**src/verilog/ifsb_pkg.sv**
```systemverilog
// Package: register map, flag layouts, bus states and helpers for the interrupt flag bank
package ifsb_pkg;

  localparam int unsigned IFSB_ADDR_W = 12;
  localparam int unsigned IFSB_FLAG_W = 16;

  // Byte offsets of the word registers
  localparam logic [11:0] IFSB_OFF_GROUP_A = 12'h000;
  localparam logic [11:0] IFSB_OFF_GROUP_B = 12'h004;
  localparam logic [11:0] IFSB_OFF_GROUP_C = 12'h008;
  localparam logic [11:0] IFSB_OFF_IRQ_STS = 12'h00C;
  localparam logic [11:0] IFSB_OFF_IRQ_MSK = 12'h010;

  // Implemented flag positions per group; zeros are unimplemented
  localparam logic [15:0] IFSB_IMPL_A = 16'h3FEF;
  localparam logic [15:0] IFSB_IMPL_B = 16'hFEDF;
  localparam logic [15:0] IFSB_IMPL_C = 16'h3FE3;

  localparam logic [15:0] IFSB_RST_FLAGS = 16'h0000;
  localparam logic [2:0] IFSB_RST_IRQ = 3'h0;

  // Summary status bits, one per flag group
  localparam int unsigned IFSB_STS_A = 0;
  localparam int unsigned IFSB_STS_B = 1;
  localparam int unsigned IFSB_STS_C = 2;
  localparam int unsigned IFSB_STS_W = 3;

  // Field order follows vector number, bit 0 upward
  typedef struct packed {
    logic [1:0] rsv_hi;
    logic adc_done_flag;
    logic uart_one_tx_flag;
    logic uart_one_rx_flag;
    logic spi_one_event_flag;
    logic spi_one_fault_flag;
    logic timer_three_flag;
    logic timer_two_flag;
    logic out_cmp_two_flag;
    logic in_cap_two_flag;
    logic rsv_4;
    logic timer_one_flag;
    logic out_cmp_one_flag;
    logic in_cap_one_flag;
    logic ext_irq_zero_flag;
  } ifsb_group_a_t;

  typedef struct packed {
    logic uart_two_tx_flag;
    logic uart_two_rx_flag;
    logic ext_irq_two_flag;
    logic timer_five_flag;
    logic timer_four_flag;
    logic out_cmp_four_flag;
    logic out_cmp_three_flag;
    logic rsv_8;
    logic in_cap_eight_flag;
    logic in_cap_seven_flag;
    logic rsv_5;
    logic ext_irq_one_flag;
    logic pin_change_flag;
    logic comparator_flag;
    logic i2c_one_master_flag;
    logic i2c_one_slave_flag;
  } ifsb_group_b_t;

  typedef struct packed {
    logic [1:0] rsv_hi;
    logic parallel_port_flag;
    logic out_cmp_eight_flag;
    logic out_cmp_seven_flag;
    logic out_cmp_six_flag;
    logic out_cmp_five_flag;
    logic in_cap_six_flag;
    logic in_cap_five_flag;
    logic in_cap_four_flag;
    logic in_cap_three_flag;
    logic [2:0] rsv_lo;
    logic spi_two_event_flag;
    logic spi_two_fault_flag;
  } ifsb_group_c_t;

  typedef enum logic [1:0] {
    IFSB_ST_IDLE = 2'b01,
    IFSB_ST_ACCESS = 2'b10
  } ifsb_apb_st_t;

  // Byte-lane merge of write data into an old word
  function automatic logic [31:0] ifsb_merge(input logic [31:0] old, input logic [31:0] wdata,
                                             input logic [3:0] strb);
    logic [31:0] res;
    res = old;
    for (int i = 0; i < 4; i++) begin
      if (strb[i]) begin
        res[i*8 +: 8] = wdata[i*8 +: 8];
      end
    end
    return res;
  endfunction

  // Address hit test shared by read and write decode
  function automatic logic ifsb_hit(input logic [11:0] addr);
    return (addr == IFSB_OFF_GROUP_A) || (addr == IFSB_OFF_GROUP_B) || (addr == IFSB_OFF_GROUP_C) ||
           (addr == IFSB_OFF_IRQ_STS) || (addr == IFSB_OFF_IRQ_MSK);
  endfunction

endpackage

```
**src/verilog/ifsb_flag_reg.sv**
```systemverilog
// One 16-bit sticky flag register with software write and hardware set
`timescale 1ns/1ps
module ifsb_flag_reg
  import ifsb_pkg::*;
#(
  parameter logic [15:0] IMPL = 16'hFFFF,
  parameter logic [15:0] RST = 16'h0000
) (
  input wire logic pclk,
  input wire logic presetn,
  input wire logic ce,
  input wire logic wr_en,
  input wire logic [15:0] wr_data,
  input wire logic [15:0] hw_set,
  output logic [15:0] flags_q,
  output logic set_seen
);

  logic [15:0] flags_d;

  always_comb begin
    flags_d = flags_q;
    if (wr_en) begin
      flags_d = wr_data;
    end
    // Hardware set applied last so it beats a same-cycle clear
    flags_d = (flags_d | hw_set) & IMPL;
  end

  always_ff @(posedge pclk or negedge presetn) begin
    if (!presetn) begin
      flags_q <= RST & IMPL;
    end else if (ce) begin
      flags_q <= flags_d;
    end
  end

  assign set_seen = |(hw_set & IMPL);

endmodule

```
**src/verilog/ifsb_apb_slave.sv**
```systemverilog
// APB slave front end: phase tracking, registered ready, error and read data
`timescale 1ns/1ps
module ifsb_apb_slave
  import ifsb_pkg::*;
(
  input wire logic pclk,
  input wire logic presetn,
  input wire logic ce,
  input wire logic psel,
  input wire logic penable,
  input wire logic pwrite,
  input wire logic [11:0] paddr,
  input wire logic [31:0] rd_word,
  output logic [31:0] prdata,
  output logic pready,
  output logic pslverr,
  output logic wr_stb
);

  ifsb_apb_st_t st_q;
  logic setup;

  assign setup = psel && !penable;
  // Write lands at the single edge where the master sees pready
  assign wr_stb = ce && psel && penable && pwrite && pready && ifsb_hit(paddr);

  always_ff @(posedge pclk or negedge presetn) begin
    if (!presetn) begin
      st_q <= IFSB_ST_IDLE;
    end else if (ce) begin
      case (st_q)
        IFSB_ST_IDLE: begin
          if (setup) begin
            st_q <= IFSB_ST_ACCESS;
          end
        end
        IFSB_ST_ACCESS: begin
          st_q <= IFSB_ST_IDLE;
        end
        default: begin
          st_q <= IFSB_ST_IDLE;
        end
      endcase
    end
  end

  always_ff @(posedge pclk or negedge presetn) begin
    if (!presetn) begin
      pready <= 1'b0;
      pslverr <= 1'b0;
    end else if (ce) begin
      pready <= setup && (st_q == IFSB_ST_IDLE);
      pslverr <= setup && (st_q == IFSB_ST_IDLE) && !ifsb_hit(paddr);
    end
  end

  // Read data captured in setup; it is one cycle old at the sample edge
  always_ff @(posedge pclk or negedge presetn) begin
    if (!presetn) begin
      prdata <= 32'h0000_0000;
    end else if (ce) begin
      if (setup && !pwrite) begin
        prdata <= rd_word;
      end else if (!psel) begin
        prdata <= 32'h0000_0000;
      end
    end
  end

endmodule

```
**src/verilog/ifsb_top.sv**
```systemverilog
// Top of the interrupt flag status bank: three flag groups, summary status and mask, APB access
//
// Summary of operation
// - A flag reads 1 once its source has raised a request and 0 while no request has occurred.
// - Every implemented flag in all three groups is software read/write and is 0 after reset.
// - Bits 15 and 14 of group A are unimplemented, read 0 and ignore writes.
// - Group A holds adc done at 13, uart one tx 12, uart one rx 11, spi one event 10, fault 9, timer three 8.
// - Group A holds timer two 7, out cmp two 6, in cap two 5, timer one 3, out cmp one 2, in cap one 1, ext irq zero 0.
// - Group B holds uart two tx 15, rx 14, ext irq two 13, timer five 12, timer four 11, out cmp four 10, three 9.
// - Group B holds in cap eight 7, seven 6, ext irq one 4, pin change 3, comparator 2, i2c master 1, slave 0.
// - Group C holds parallel port 13, out cmp eight to five at 12 to 9 and in cap six at 8; 15 and 14 read 0.
// - Group C holds in cap five, four, three at 7 to 5, zeros at 4 to 2, spi two event 1 and fault 0.
// - Flags are placed in vector-number order, ext irq zero at bit 0 of group A.
`timescale 1ns/1ps
module ifsb_top
  import ifsb_pkg::*;
(
  input wire logic pclk,
  input wire logic presetn,
  input wire logic ce,
  input wire logic psel,
  input wire logic penable,
  input wire logic pwrite,
  input wire logic [11:0] paddr,
  input wire logic [31:0] pwdata,
  input wire logic [3:0] pstrb,
  output logic [31:0] prdata,
  output logic pready,
  output logic pslverr,
  input wire ifsb_group_a_t evt_a,
  input wire ifsb_group_b_t evt_b,
  input wire ifsb_group_c_t evt_c,
  output ifsb_group_a_t flags_a,
  output ifsb_group_b_t flags_b,
  output ifsb_group_c_t flags_c,
  output logic irq
);

  logic wr_stb;
  logic wr_a;
  logic wr_b;
  logic wr_c;
  logic wr_sts;
  logic wr_msk;
  logic [31:0] rd_word;
  logic [31:0] old_word;
  logic [31:0] new_word;
  logic [15:0] flags_a_raw;
  logic [15:0] flags_b_raw;
  logic [15:0] flags_c_raw;
  logic set_a;
  logic set_b;
  logic set_c;
  logic [2:0] sts_q;
  logic [2:0] sts_d;
  logic [2:0] msk_q;
  logic [2:0] evt_sum;
  // Position-filtered requests and write data per group
  ifsb_group_a_t req_a;
  ifsb_group_b_t req_b;
  ifsb_group_c_t req_c;
  ifsb_group_a_t wdat_a;
  ifsb_group_b_t wdat_b;
  ifsb_group_c_t wdat_c;

  // Copies documented positions only, so a stray drive on a reserved bit never reaches a flop
  function automatic ifsb_group_a_t ifsb_pick_a(input logic [15:0] raw);
    ifsb_group_a_t src;
    ifsb_group_a_t v;
    src = raw;
    v = 16'h0000;
    v.adc_done_flag = src.adc_done_flag;
    v.uart_one_tx_flag = src.uart_one_tx_flag;
    v.uart_one_rx_flag = src.uart_one_rx_flag;
    v.spi_one_event_flag = src.spi_one_event_flag;
    v.spi_one_fault_flag = src.spi_one_fault_flag;
    v.timer_three_flag = src.timer_three_flag;

    v.timer_two_flag = src.timer_two_flag;
    v.out_cmp_two_flag = src.out_cmp_two_flag;
    v.in_cap_two_flag = src.in_cap_two_flag;
    v.timer_one_flag = src.timer_one_flag;
    v.out_cmp_one_flag = src.out_cmp_one_flag;
    v.in_cap_one_flag = src.in_cap_one_flag;
    v.ext_irq_zero_flag = src.ext_irq_zero_flag;
    return v;
  endfunction

  // Bits 8 and 5 of group B stay zero
  function automatic ifsb_group_b_t ifsb_pick_b(input logic [15:0] raw);
    ifsb_group_b_t src;
    ifsb_group_b_t v;
    src = raw;
    v = 16'h0000;
    v.uart_two_tx_flag = src.uart_two_tx_flag;
    v.uart_two_rx_flag = src.uart_two_rx_flag;
    v.ext_irq_two_flag = src.ext_irq_two_flag;
    v.timer_five_flag = src.timer_five_flag;
    v.timer_four_flag = src.timer_four_flag;
    v.out_cmp_four_flag = src.out_cmp_four_flag;
    v.out_cmp_three_flag = src.out_cmp_three_flag;

    v.in_cap_eight_flag = src.in_cap_eight_flag;
    v.in_cap_seven_flag = src.in_cap_seven_flag;
    v.ext_irq_one_flag = src.ext_irq_one_flag;
    v.pin_change_flag = src.pin_change_flag;
    v.comparator_flag = src.comparator_flag;
    v.i2c_one_master_flag = src.i2c_one_master_flag;
    v.i2c_one_slave_flag = src.i2c_one_slave_flag;
    return v;
  endfunction

  // Bits 15, 14 and 4 to 2 of group C stay zero
  function automatic ifsb_group_c_t ifsb_pick_c(input logic [15:0] raw);
    ifsb_group_c_t src;
    ifsb_group_c_t v;
    src = raw;
    v = 16'h0000;
    v.parallel_port_flag = src.parallel_port_flag;
    v.out_cmp_eight_flag = src.out_cmp_eight_flag;
    v.out_cmp_seven_flag = src.out_cmp_seven_flag;
    v.out_cmp_six_flag = src.out_cmp_six_flag;
    v.out_cmp_five_flag = src.out_cmp_five_flag;
    v.in_cap_six_flag = src.in_cap_six_flag;

    v.in_cap_five_flag = src.in_cap_five_flag;
    v.in_cap_four_flag = src.in_cap_four_flag;
    v.in_cap_three_flag = src.in_cap_three_flag;
    v.spi_two_event_flag = src.spi_two_event_flag;
    v.spi_two_fault_flag = src.spi_two_fault_flag;
    return v;
  endfunction

  // Summary status and mask share one read layout
  function automatic logic [31:0] ifsb_irq_word(input logic [2:0] val);
    logic [31:0] w;
    w = 32'h0000_0000;
    w[IFSB_STS_W-1:0] = val;
    return w;
  endfunction

  ifsb_apb_slave u_apb (
    .pclk(pclk),
    .presetn(presetn),
    .ce(ce),
    .psel(psel),
    .penable(penable),
    .pwrite(pwrite),
    .paddr(paddr),
    .rd_word(rd_word),
    .prdata(prdata),
    .pready(pready),
    .pslverr(pslverr),
    .wr_stb(wr_stb)
  );

  // Write decode
  always_comb begin
    wr_a = 1'b0;
    wr_b = 1'b0;
    wr_c = 1'b0;
    wr_sts = 1'b0;
    wr_msk = 1'b0;
    if (!wr_stb) begin
      wr_a = 1'b0;
    end else if (paddr == IFSB_OFF_GROUP_A) begin
      wr_a = 1'b1;
    end else if (paddr == IFSB_OFF_GROUP_B) begin
      wr_b = 1'b1;
    end else if (paddr == IFSB_OFF_GROUP_C) begin
      wr_c = 1'b1;
    end else if (paddr == IFSB_OFF_IRQ_STS) begin
      wr_sts = 1'b1;
    end else if (paddr == IFSB_OFF_IRQ_MSK) begin
      wr_msk = 1'b1;
    end
  end

  // Read decode; unimplemented and upper bits come back as zero
  always_comb begin
    rd_word = 32'h0000_0000;
    if (paddr == IFSB_OFF_GROUP_A) begin
      rd_word = {16'h0000, flags_a_raw};
    end else if (paddr == IFSB_OFF_GROUP_B) begin
      rd_word = {16'h0000, flags_b_raw};
    end else if (paddr == IFSB_OFF_GROUP_C) begin
      rd_word = {16'h0000, flags_c_raw};
    end else if (paddr == IFSB_OFF_IRQ_STS) begin
      rd_word = ifsb_irq_word(sts_q);
    end else if (paddr == IFSB_OFF_IRQ_MSK) begin
      rd_word = ifsb_irq_word(msk_q);
    end
  end

  // Byte lanes not strobed keep the register's present contents, except at the status register, whose set bits they clear
  always_comb begin
    old_word = rd_word;
    new_word = ifsb_merge(old_word, pwdata, pstrb);
  end

  // Requests and write data pass the same position filter
  always_comb begin
    req_a = ifsb_pick_a(evt_a);
    req_b = ifsb_pick_b(evt_b);
    req_c = ifsb_pick_c(evt_c);
    wdat_a = ifsb_pick_a(new_word[15:0]);
    wdat_b = ifsb_pick_b(new_word[15:0]);
    wdat_c = ifsb_pick_c(new_word[15:0]);
  end

  // Hardware set is applied after the write inside each group, so set wins
  ifsb_flag_reg #(
    .IMPL(IFSB_IMPL_A),
    .RST(IFSB_RST_FLAGS)
  ) u_group_a (
    .pclk(pclk),
    .presetn(presetn),
    .ce(ce),
    .wr_en(wr_a),
    .wr_data(wdat_a),
    .hw_set(req_a),
    .flags_q(flags_a_raw),
    .set_seen(set_a)
  );

  ifsb_flag_reg #(
    .IMPL(IFSB_IMPL_B),
    .RST(IFSB_RST_FLAGS)
  ) u_group_b (
    .pclk(pclk),
    .presetn(presetn),
    .ce(ce),
    .wr_en(wr_b),
    .wr_data(wdat_b),
    .hw_set(req_b),
    .flags_q(flags_b_raw),
    .set_seen(set_b)
  );

  ifsb_flag_reg #(
    .IMPL(IFSB_IMPL_C),
    .RST(IFSB_RST_FLAGS)
  ) u_group_c (
    .pclk(pclk),
    .presetn(presetn),
    .ce(ce),
    .wr_en(wr_c),
    .wr_data(wdat_c),
    .hw_set(req_c),
    .flags_q(flags_c_raw),
    .set_seen(set_c)
  );

  // Flag outputs feed enable and priority logic straight from the flops
  assign flags_a = flags_a_raw;
  assign flags_b = flags_b_raw;
  assign flags_c = flags_c_raw;

  // Summary status: a group bit latches on any hardware set in that group
  always_comb begin
    evt_sum = 3'h0;
    evt_sum[IFSB_STS_A] = set_a;
    evt_sum[IFSB_STS_B] = set_b;
    evt_sum[IFSB_STS_C] = set_c;
    sts_d = sts_q;
    if (wr_sts) begin
      sts_d = sts_q & ~new_word[IFSB_STS_W-1:0];
    end
    // New event beats a write-one clear in the same cycle
    sts_d = sts_d | evt_sum;
  end

  always_ff @(posedge pclk or negedge presetn) begin
    if (!presetn) begin
      sts_q <= IFSB_RST_IRQ;
    end else if (ce) begin
      sts_q <= sts_d;
    end
  end

  // Mask only gates the interrupt line; the flags themselves are never masked
  always_ff @(posedge pclk or negedge presetn) begin
    if (!presetn) begin
      msk_q <= IFSB_RST_IRQ;
    end else if (ce && wr_msk) begin
      msk_q <= new_word[IFSB_STS_W-1:0];
    end
  end

  // Registered output, so it trails the status bit by one cycle
  always_ff @(posedge pclk or negedge presetn) begin
    if (!presetn) begin
      irq <= 1'b0;
    end else if (ce) begin
      irq <= |(sts_q & msk_q);
    end
  end

endmodule

```
**config.mk**
```make
export PLATFORM = sky130hd
export DESIGN_NAME = ifsb_top
export DESIGN_NICKNAME = d
export VERILOG_FILES = /design/src/verilog/ifsb_pkg.sv /design/src/verilog/ifsb_flag_reg.sv /design/src/verilog/ifsb_apb_slave.sv /design/src/verilog/ifsb_top.sv
export SDC_FILE = /design/constraint.sdc
export NUM_CORES = 1
export LEC_CHECK = 0
export BUFFER_PORTS_ARGS = -buffer_cell sky130_fd_sc_hd__buf_2
export CAP_MARGIN = 10
export CORE_MARGIN = 3
export CORE_UTILIZATION = 50
export DETAILED_ROUTE_END_ITERATION = 10
export GPL_ROUTABILITY_DRIVEN = 1
export PLACE_DENSITY_LB_ADDON = 0.15
export SLEW_MARGIN = 20
export SYNTH_ARGS = -nofsm -noshare
export SYNTH_HDL_FRONTEND = slang
export SYNTH_HIERARCHICAL = 1
export SYNTH_SLANG_ARGS = --single-unit
```
**constraint.sdc**
```tcl
create_clock -name pclk -period 5 [get_ports pclk]
set_clock_uncertainty 0.15 [all_clocks]
set_input_delay 0.5 -clock pclk [delete_from_list [all_inputs] [get_ports pclk]]
set_output_delay 0.5 -clock pclk [all_outputs]
set_load 0.1 [all_outputs]
```
-- After elaboration in Yosys (flattened, before gate mapping)
Cells that the tools add are included.
- add/sub/neg operators: 0
- multipliers: 0
- div/mod/pow operators: 0
- order comparisons: 0
- eq/ne operators: 7
- shift-type cells: 0
- mux-type cells: 35
- bitwise operators: 7
- reduce and logical (&&, ||, !) cells: 24
- operator list (kind ; count):
    $mux W32 ; 2
    $mux W16 ; 3
    $mux W14 ; 3
    $or A14 B14 Y14 ; 2
    $eq A12 B4 Y1 const B ; 2
    $mux W1 ; 20
    $mux W8 ; 2
    $or A16 B16 Y16 ; 1
    $reduce_or A14 Y1 ; 1
    $reduce_or A13 Y1 ; 1
    $eq A12 B3 Y1 const B ; 1
    $eq A12 B5 Y1 const B ; 1
    $logic_not A12 Y1 ; 1
    $reduce_or A11 Y1 ; 1
    $logic_and A1 B1 Y1 ; 10
    $mux W3 ; 3
    $and A3 B3 Y3 ; 2
    $logic_or A1 B1 Y1 ; 4
    $mux W2 ; 2
    $ne A2 B1 Y1 const B ; 2
    $reduce_and A2 Y1 ; 2
    $logic_not A1 Y1 ; 3
    $not A3 Y3 ; 1
    $or A3 B3 Y3 ; 1
    2 further kinds ; 2
- register bits after elaboration: 81
- bits in latches: 0
- bits in writable memories: 0
- ROM bits: 0
- bits of input ports: 102
- output and inout bits: 83
- word-level logic and storage cells: 83
- memories kept: 0

-- Longest topological paths before layout
- depth in word-level cells: 11
- mapped depth: 8
- depth with buffers taken out: 7

-- Modules after synthesis
Netlist, hierarchy kept.
- by module, submodules not included (module ; times used ; cells an instance ; area an instance (µm²) ; sequential area each (µm²)):
    ifsb_apb_slave ; 1 ; 94 ; 1325.0 ; 902.1
    ifsb_top ; 1 ; 182 ; 1208.7 ; 175.2
    ifsb_flag_reg (u_group_b) ; 1 ; 54 ; 670.6 ; 350.3
    ifsb_flag_reg (u_group_a) ; 1 ; 52 ; 634.4 ; 325.3
    ifsb_flag_reg (u_group_c) ; 1 ; 47 ; 556.8 ; 275.3

-- Worst setup path after synthesis
OpenSTA, ideal clock, no wires.
- path kind: input-to-reg
- from: input port paddr[6]
- to: register u_group_b.flags_q[6]
- library setup time: 0.126 ns
- arrival time: 2.623 ns
- data required time: 4.724 ns
- setup slack: 2.100 ns
- cell stages on the path: 7
- path buffers: 1
- cells stage by stage: or4_4 nor2_1 nand3_1 nor3b_1 nand2_2 buf_6 o32a_1
- cells in the longest elaborated chain, start to end: 9
- elaborated cells between the ends (all ways): 19
- those cells by class: eq/ne (4); mux (8); bitwise (1); reduce/logical (6)
- RTL lines (item ; RTL line ; source):
    from (decl) ; ifsb_top.sv:24 ; input wire logic [11:0] paddr,
    $eq A12 B3 Y1 or $logic_not A12 Y1 (tied branches) ; ifsb_pkg.sv:102, ifsb_top.sv:168, ifsb_top.sv:166 ;
    $logic_or A1 B1 Y1 (3 in series) ; ifsb_pkg.sv:102 ; return (addr == IFSB_OFF_GROUP_A) || (addr == IFSB_OFF_GROUP_B) || (addr == IFSB_OFF_GROUP_C) ||
    $logic_or A1 B1 Y1 ; ifsb_pkg.sv:103 ; (addr == IFSB_OFF_IRQ_STS) || (addr == IFSB_OFF_IRQ_MSK);
    $logic_and A1 B1 Y1 ; ifsb_apb_slave.sv:25 ; assign wr_stb = ce && psel && penable && pwrite && pready && ifsb_hit(paddr);
    $mux W1 (*) ; ifsb_top.sv:164 ; if (!wr_stb) begin
    net wr_b ; ifsb_top.sv:41 ; logic wr_b;
    $mux W16 (*) ; ifsb_flag_reg.sv:23 ; if (wr_en) begin
    $or A16 B16 Y16 (*) ; ifsb_flag_reg.sv:27 ; flags_d = (flags_d | hw_set) & IMPL;
    to (signal assigned) ; ifsb_flag_reg.sv:32 ; flags_q <= RST & IMPL;
    to (signal assigned) ; ifsb_flag_reg.sv:34 ; flags_q <= flags_d;
    to (decl) ; ifsb_flag_reg.sv:15 ; output logic [15:0] flags_q,
Mark *: on every way through the listed nets, which the timed path passes. The rest lies on a longest branch.
A chain may end at the register's enable or synchronous reset.

-- Worst setup path in the final report
- from: input port paddr[6]
- to: register u_group_b.flags_q[0]
The elaborated chain is that of the path after synthesis.

==> impl_metrics.csv <==
group,metric,value,unit
yosys,yosysUniqueCellTypes,53,
critical_path,setup.worst_path.end_class,"register",
critical_path,crit_path_start,"paddr[6]",
critical_path,crit_family,"simple AND/OR/NAND/NOR gates",
pwr,power_density,258,nW/um^2
detailed_routing,finalWirelength,14100,microns
timing,layout_setup_ws,1.98,ns
clocking,numCtsBuffers,9,
placed_design,io_buffers,146,
grt,grt_antenna_before_repair,0,
timing,holdWs,-0.00104,ns
yosys,synth_cells,429,
floorplanning,row_count,33,
critical_path,crit_chain,"buf_2 -> or4_4 -> nor2_1 -> nand3_1 -> nor3b_2 -> buf_4 -> nand2_2 -> o32a_1",
yosys,synth-seq-cells,81,
layout,fin_area,5360,sq um
yosys,synth.cell_area,4400,sq um
critical_path,worstRegToRegCells,6,
layout,most-common-layout-cells,"buf_2, dfrtp_1, nor2_1, o21a_1, o32a_1",
layout,layout.nets,679,
min_path,hold_path_class,"in -> async",
critical_path,timing_worst_setup_path_type,"in -> reg",
grt,grt_max_degree,82,
pwr,peakVddDrop,162,uV
clocking,clk_path_buf_depth,2,
critical_path,crit_slowest_cell,"or4_4",
clocking,clock_sinks,81,
yosys,async_reset_ff_frac,1.00,
critical_path,cp_max_fo,15,
layout,fillCellCount,744,
critical_path,critPathBufInv,2,
floorplanning,core-area,8380,sq um
floorplanning,die_y,99.8,microns
flow_run,max_cap_viol_count,0,
pwr,total_power,1.38,mW
yosys,synth_ff_type,"dfrtp_1",
outcome,violations,"hold timing",
floorplanning,die_w,99.8,microns
detailed_routing,vias_per_cell,6.21,
yosys,yosysTopAreaCellShare,0.455,
clocking,clk_latency,0.36,ns
grt,grt-ovfl-total,0,
timing,worst_slew_pin_slew,0.939,ns
grt,grt_use_total,0.286,
yosys,seq_area_frac_synth,0.461,
floorplanning,io_pins,185,
timing,fmax,332,MHz
layout,syn_to_final_growth,21.9,%
placed_design,place_hpwl,10100,microns
grt,grt_pass1_wl,22100,microns
placed_design,gp_congestion,0.922,
detailed_routing,initialDrtViolationCount,268,
timing,hold_viol,2,
critical_path,worstPathRequired,5.09,ns
critical_path,r2r-end,"u_group_b/flags_q[0]",
clocking,root_buffer,"clkbuf_8",
yosys,ys_warn_count,6,
placed_design,pre_cts_ws,1.69,ns
yosys,synth_top_area_cell,"dfrtp_1",
layout,final_common_cell,"buf_2",
clocking,cts_resized,0,
timing,setup_tns,0,ns
timing,slew_violations,0,
clocking,htreeDepth,3,
layout,seq_area,2030,sq um
timing,slew_headroom,0.369,
timing,setup_violations,0,
detailed_routing,drc,0,
pwr,p_leak,2.24,nW
placed_design,dpl_cell_area,5170,sq um
critical_path,worstReg2RegStart,"u_apb/pready",
critical_path,cp.arrival,3.11,ns
timing,timing.final.crit_share,0.603,
outcome,outcome,"complete, but fails checks",
critical_path,r2r_setup_slack,2.79,ns
yosys,synth_area_leaders,"dfrtp_1, o32a_1, a22o_1, o21a_1, nor2_1",
critical_path,critical_path.max_stage_delay,0.59,ns
timing,rsz0062_at_grt,"false",
timing,min_period,3.02,ns
detailed_routing,first_pass_iters,5,
floorplanning,dieArea,9950,sq um
detailed_routing,routedWlPerCell,20.5,microns
yosys,avgSynthCellArea,10.2,sq um
grt,grt_pass1_vias,4187,
layout,multiInputGateArea,2210,sq um
floorplanning,start_util,0.524,
yosys,synth_edf_count,0,
clocking,cts_tree,"yes",
clocking,cts_hold_buf,0,
clocking,clk_transition_reported_paths,0.10,ns
critical_path,cp-start-kind,"primary input",
detailed_routing,ant_nets,0,
detailed_routing,vias,4273,
layout,layout-drive-gt1-share,0.314,
clocking,post-cts-setup-buffers,0,
cell usage after synthesis (5+ instances only):
cell type and count:
nor4_1 12, nand4_1 6, nor3_1 6, o32a_1 38
o31ai_1 16, nand2b_1 13, o21a_1 39, nand2_1 27
a22o_1 34, clkbuf_1 9, a22oi_1 13, nor2_1 39
buf_2 9, dfrtp_1 80, buf_4 11, o21ai_0 11
inv_1 5
cell families (layout without fill, tap and decap cells):
family	count (synthesis)	after routing	share of synthesized area
muxes	2	2	0.00455
and+or+nand+nor	128	128	0.154
buffers and inverters	42	173	0.0578
DFF	81	81	0.461
AOI/OAI and AO/OA	172	172	0.319
other	4	27	0.00341
power by group:
part           switching (mW)  internal [mW]  total, mW  leakage [nW]
Combinational           0.203         0.0594      0.262          1.26
Clock                   0.265          0.183      0.447        0.0741
Sequential            0.00595          0.666      0.672         0.905
Total                   0.474          0.908       1.38          2.24
cell type report:
cell class / instances / area share
multi-input combinational: 328 / 0.413
sequential: 81 / 0.379
timing repair buffer: 152 / 0.146
tap: 105 / 0.0245
clock buffer: 9 / 0.0231
clock inverter: 7 / 0.0103
inverter: 5 / 0.00350
antenna: 1 / 0.000467
how the worst max path moves through the flow:
stage / cells after the start / end
global placement: 6 / u_group_a/flags_q[11]
detailed placement: 6 / u_group_b/flags_q[11]
global route: 6 / u_group_c/flags_q[13]
CTS: 6 / u_group_b/flags_q[11]
floorplan: 7 / u_group_b/flags_q[6]
finish: 8 / u_group_b/flags_q[0]
layer usage:
| metal | share of wire | global-route usage | vias up | wire length, microns |
|---|---|---|---|---|
| met3 | 0.084 | 0.0666 | 16 | 1180 |
| met4 | 0.015 | 0.121 | 0 | 212 |
| met1 | 0.43 | 0.398 | 2104 | 6080 |
| met5 | 0 | 0 | - | 0 |
| li1 | - | - | 1949 | - |
| met2 | 0.47 | 0.430 | 204 | 6650 |
registers in the layout, summed over array words and instances, names as in the netlist:
register and cells:
irq 1, msk_q 3, sts_q 3, u_apb/prdata 32, u_apb/pready 1, u_apb/pslverr 1, u_apb/st_q 2, u_group_a/flags_q 13
u_group_b/flags_q 14, u_group_c/flags_q 11
through the flow:
stage	utilization	hold WS [ns]	instances
after floorplan	-	0.0544	451
after global routing	0.639	0.0610	687
after detailed placement	0.617	0.328	671
after CTS	0.638	0.191	687
after global placement	0.617	0.327	671
final	0.639	-0.00104	688
Note: power is estimated with default switching activity, not from simulation.
